<file path="src/inc/tso_pkg.sv">
// Package: constants and types for the test/signal output control block
// ****************************************************************
// Notes on behaviour
// - No error while monitoring off, however long discrepant
// - Pair result stays inactive until both inactive
// - Two configurable outputs per input connector
// - Six modes: on, off, remote, lamp, test, gap
// - Lamp mode only on connector one output A
// - Gap 10..1270 ms, 5 ms steps, above delay
// - Delay setting 0..1265 ms in 5 ms steps
// - Period 15..1275 ms, 5 ms steps, above gap
// - Fixed modes ignore controller data, no error
// - Lamp error on undercurrent, lamp off, stuck high
// - Lamp status one only in lamp mode with current
// - Lamp status zero on error, forced off, other mode
// ****************************************************************
package tso_pkg;

   // ****************************************************************
   // Register map (APB byte addresses)
   // ****************************************************************
   localparam logic [7:0] ADDR_MODE   = 8'h00;
   localparam logic [7:0] ADDR_OUTBIT = 8'h04;
   localparam logic [7:0] ADDR_GAP    = 8'h08;
   localparam logic [7:0] ADDR_PERIOD = 8'h0c;
   localparam logic [7:0] ADDR_PAIR   = 8'h10;
   localparam logic [7:0] ADDR_STATUS = 8'h14;
   localparam logic [7:0] ADDR_IRQST  = 8'h18;
   localparam logic [7:0] ADDR_IRQMSK = 8'h1c;

   // ****************************************************************
   // Counts and reset values
   // ****************************************************************
   localparam int unsigned CLK_HZ      = 100_000_000;
   localparam int unsigned STEP_MS     = 5;
   localparam int unsigned STEP_CYCLES = CLK_HZ / 1000 * STEP_MS;
   localparam logic [7:0]  GAP_MIN     = 8'h02;   // 10 ms in 5 ms steps
   localparam logic [7:0]  GAP_RST     = 8'h02;
   localparam logic [7:0]  DELAY_RST   = 8'h00;
   localparam logic [7:0]  PERIOD_RST  = 8'hff;
   localparam logic [2:0]  MODE_RST    = 3'h1;

   // Interrupt status bit positions
   localparam int unsigned IRQ_LAMP    = 0;
   localparam int unsigned IRQ_CFG     = 1;
   localparam int unsigned IRQ_W       = 2;

   // Output modes
   typedef enum logic [2:0] {
      MODE_ON     = 3'h0,
      MODE_OFF    = 3'h1,
      MODE_REMOTE = 3'h2,
      MODE_LAMP   = 3'h3,
      MODE_TEST   = 3'h4,
      MODE_GAP    = 3'h5
   } out_mode_t;

   // Long-gap timing setting, all in 5 ms steps
   typedef struct packed {
      logic [7:0] gap;
      logic [7:0] delay;
   } gap_cfg_t;

   // Dual-channel pair evaluation states
   typedef enum logic [1:0] {
      PAIR_IDLE  = 2'b01,
      PAIR_ARMED = 2'b10
   } pair_state_t;

endpackage

</file>
<file path="src/design/pair_eval.sv">
// Dual-channel evaluation without discrepancy time monitoring
`timescale 1ns/10ps
module pair_eval
   import tso_pkg::*;
(
   // Clock and reset
   input  wire logic clk,
   input  wire logic sys_rst,
   // Channel inputs, active high
   input  wire logic chanA,
   input  wire logic chanB,
   // Evaluated result
   output logic      pairActive
);

   pair_state_t stateQ, stateD;
   logic        actQ, actD;

   // Result only rises after both channels were seen inactive together;
   // a lone discrepant channel never raises an error here
   always_comb begin
      stateD = stateQ;
      actD   = 1'b0;
      case (stateQ)
         PAIR_IDLE: begin
            if (!chanA && !chanB) begin
               stateD = PAIR_ARMED;
            end
         end
         PAIR_ARMED: begin
            if (chanA && chanB) begin
               actD = 1'b1;
            end else if (chanA || chanB) begin
               if (actQ) begin
                  stateD = PAIR_IDLE; // Must go fully inactive again
               end
            end
         end
         default: stateD = PAIR_IDLE;
      endcase
   end

   // Register the state
   always_ff @(posedge clk or posedge sys_rst) begin
      if (sys_rst) begin
         stateQ <= PAIR_IDLE;
         actQ   <= 1'b0;
      end else begin
         stateQ <= stateD;
         actQ   <= actD;
      end
   end

   assign pairActive = actQ;

endmodule

</file>
<file path="config.mk">
export PLATFORM = sky130hd
export DESIGN_NAME = pair_eval
export DESIGN_NICKNAME = d
export VERILOG_FILES = /design/src/inc/tso_pkg.sv /design/src/design/pair_eval.sv
export SDC_FILE = /design/constraint.sdc
export NUM_CORES = 1
export LEC_CHECK = 0
export ABC_AREA = 0
export BUFFER_PORTS_ARGS = -buffer_cell sky130_fd_sc_hd__buf_2
export CAP_MARGIN = 10
export CORE_AREA = 2 2 39 41
export DETAILED_ROUTE_END_ITERATION = 6
export DIE_AREA = 0 0 41 43
export GPL_TIMING_DRIVEN = 1
export HOLD_SLACK_MARGIN = 0.06
export PLACE_DENSITY = 0.3
export SLEW_MARGIN = 30
export SYNTH_ARGS = -nofsm -noshare
export SYNTH_HDL_FRONTEND = slang
export SYNTH_SLANG_ARGS = --single-unit
export TNS_END_PERCENT = 50
</file>
<file path="constraint.sdc">
create_clock -name clk -period 2.87 [get_ports clk]
set_input_delay 0.574 -clock clk [delete_from_list [all_inputs] [get_ports clk]]
set_output_delay 0.574 -clock clk [all_outputs]
set_load 0.03 [all_outputs]
</file>
---- Word level (Yosys, flattened, before mapping) ----
Cells that the tools add are included.
storage, ports and cells
  word-level logic and storage cells ...... 21
  flip-flop bits (word level) ............. 3
  output and inout port bits .............. 1
cells by class
  multiplexer cells ....................... 7
  reduce and logical (&&, ||, !) cells .... 6
  eq/ne operators ......................... 6
operators by type and width
  cell                                                              number
  2-bit 2-to-1 mux                                                  4
  2-bit inequality test (second input constant)                     4
  2-bit case mux with 2 select lines                                1
  4-bit AND reduction                                               1
  2-bit by 1-bit == test with 1-bit output (second input constant)  1
  2-bit == test (second input constant)                             1
  1-bit logical AND                                                 2
  1-bit zero test                                                   2
  1-bit 2-to-1 mux                                                  2
  1-bit logical OR                                                  1

---- Logic depth before layout (Yosys ltp) ----
  depth in word-level cells ............... 4
  gate-level depth with buffers ........... 2
  gate-level depth less buffers ........... 2

---- Least setup slack after synthesis ----
OpenSTA, ideal clock, no wires.
  path type ............................... register to output
  start point ............................. reg actQ, in the netlist pairActive
  end point ............................... out pairActive
  data required time ...................... 2.296 ns
  slack ................................... 1.819 ns
  data arrival time ....................... 0.477 ns
  cell stages (with the launch flop) ...... 1
  path buffers ............................ 0
  cells stage by stage .................... dfrtp_1
RTL lines
  item                      line             text
  start: declaration        pair_eval.sv:17  logic actQ, actD;
  start signal: assignment  pair_eval.sv:50  actQ <= actD;
  end: declaration          pair_eval.sv:13  output logic pairActive
No word-level cell between the ends.

---- Worst setup path in the final report ----
  start point ............................. reg actQ, in the netlist pairActive
  end point ............................... out pairActive
No word-level cell between the ends.

==> run metrics <==
worst reg2reg startpoint stateQ[0]; hold crit path type in2async; drt wl/cell 8.314 um; Routability Congestion 0.6334; outcome finished clean; largest area contributor in the netlist dfrtp_1; most frequent cells in the layout buf_2, clkbuf_4, dfrtp_1; Max IR drop VDD 124.9 uV; hold buffer count at CTS 0; CP Data Required Time 2.30 ns; worst-margin pin slew 0.2628 ns; Clock Sinks 3; most common cell after layout, fill and taps aside buf_2; first-pass GRT wire length 476 um; Port Buffer Count 4; post-synthesis cell type count 10; PwrDens 743.9 mW/mm^2; #FFs+latches synth 3; vias 115; CORE AREA 0.001384 mm^2; Worst EP arrival 0.78 ns; Layout area overhead 50.96%; root buffer cell clkbuf_4; Pint 0.0001119 W; row count 14; Largest delay share family, worst path flip-flops; grt ovf 0; overall die width 41 um; post-CTS setup buffer count 0; Worst-Skew Late Latency 0.23 ns; Worst path depth 1; Logic pwr share 0.126; Cells after Synth 11; crit end category output pin; Hold Fails Final Rpt 0; Relative slew margins 0.8242; skew final 0.001403 ns; Die ar. 0.001763 mm^2; vias per std cell 3.286; PostCTS Resize Cnt 0; Max Cap Violations 0; largest net degree at the start of global routing 5; ANT nets after route 0; Post-Syn Nets 15; Initial Util 0.09403; max incr delay on CP 0.37 ns; CTS clk-pin slew, worst paths 0.04 ns; layout cells sized above 1 0.4211; crit path max fanout 2; total wire length 291 um; R2R cell count 2; drt drc 0; Max Clock Freq 0.7401 GHz; Slew Limit Fails 0; antenna violations before repair 0; fin crit share 0.4708; worst path cell trace buf_2; final setup margin 1.519 ns; CTS tree done; hpwl dp 230 um; Setup-failing EPs final 0; register share of total power 0.367; total track usage 0.05136; deepest clock path buffer count 2; Sw Ratio 0.2340; Lkg Pwr 0.08661 nW; Clock power frac 0.508; CP startpoint kind flop; Post-Place Cells 31; Avg Cell Area, Syn 11.83 um^2; H-tree depth 1; ranking of synthesized cells by area dfrtp_1, dfstp_2, o32a_1; worst slack at placement 1.644 ns; Placement Cell Area 170.2 um^2; Seq/Total Area, Yosys 0.5865; total CTS buffers 3; DR iter-0 viols 0; Final #Nets 24; total negative slack 0 ns; DRT Pass-1 Iters 1; RSZ-0062 raised after global routing no; Syn. warnings 0; CP Buf/Inv Count 1; area share of the largest cell type after synthesis 0.3846; # IOs 5; flop-to-flop setup slack 1.89 ns; fin crit period 1.351 ns; RR Endpoint stateQ[0]; synthesized area 130.1 um^2; Switch Pwr 0.00003419 W; WS Path Type reg2out; Die Ht 43 um; vias in the first global route 121; CP max-delay cell dfrtp_1; Post-Layout Cell Count 35; Ant. Diodes 0; post-route cell area 196.4 um^2
Yosys cell counts, drive strengths merged:
cell type	number
o32a	1
a21boi	1
dfrtp	2
inv	1
or2b	1
dfstp	1
nand2	1
nor2	1
xnor2	1
o32ai	1
worst reg2reg max path: stages, from the launching register on:
cell and delay (ns):
dfstp_2 0.52, xnor2_1 0.08, o32a_1 0.29
area by class of cell:
type	count	area, um^2
timing repair buffer	4	20.02
fill	161	1187
inverter	1	3.754
sequential	3	76.32
multi-input combinational	7	50.05
clock buffer	4	26.28
tap	16	20.02
cell families after synthesis:
family	count (synthesis)	synth area share
xor gates and xnor gates	1	0.06732
buffers and inverters	1	0.02882
and+or+nand+nor	3	0.1154
AOI/OAI and AO/OA	3	0.2020
DFF	3	0.5866
registers in the layout, summed over array words and instances (netlist names):
signal,flops
stateQ,2
pairActive,1
stage by stage:
step                total power [W]  hold slack (ns)    util
floorplan                0.00006656           0.3269       -
global placement         0.00007150           0.4374  0.1230
detailed placement       0.00007296           0.4448  0.1230
CTS                       0.0001515           0.1930  0.1420
global route              0.0001576           0.1982  0.1420
finish                    0.0001461           0.1985  0.1420
how the worst max path moves through the flow:
stage / start / end / slack (ns)
detailed placement: chanB / stateQ[1] / 1.64
global placement: chanB / stateQ[1] / 1.69
floorplan: pairActive / pairActive / 1.82
finish: pairActive / pairActive / 1.52
CTS: pairActive / pairActive / 1.50
global route: pairActive / pairActive / 1.48
power by group through the flow:
| stage | Combinational [W] | Sequential (W) | Clock [W] |
|---|---|---|---|
| final | 0.0000184 | 0.0000536 | 0.0000742 |
| after detailed placement | 0.0000188 | 0.0000541 | 0 |
| after global placement | 0.0000176 | 0.0000539 | 0 |
| after global routing | 0.0000208 | 0.0000548 | 0.0000820 |
| after CTS | 0.0000188 | 0.0000536 | 0.0000790 |
| after floorplan | 0.0000125 | 0.0000541 | 0 |
metal layers:
metal	part of all wire	track usage
met5	0	0
met4	0.014	0.1000
met3	0.093	0.03141
met2	0.52	0.05313
met1	0.37	0.04221
No activity file was read; power rests on OpenSTA's default activity.
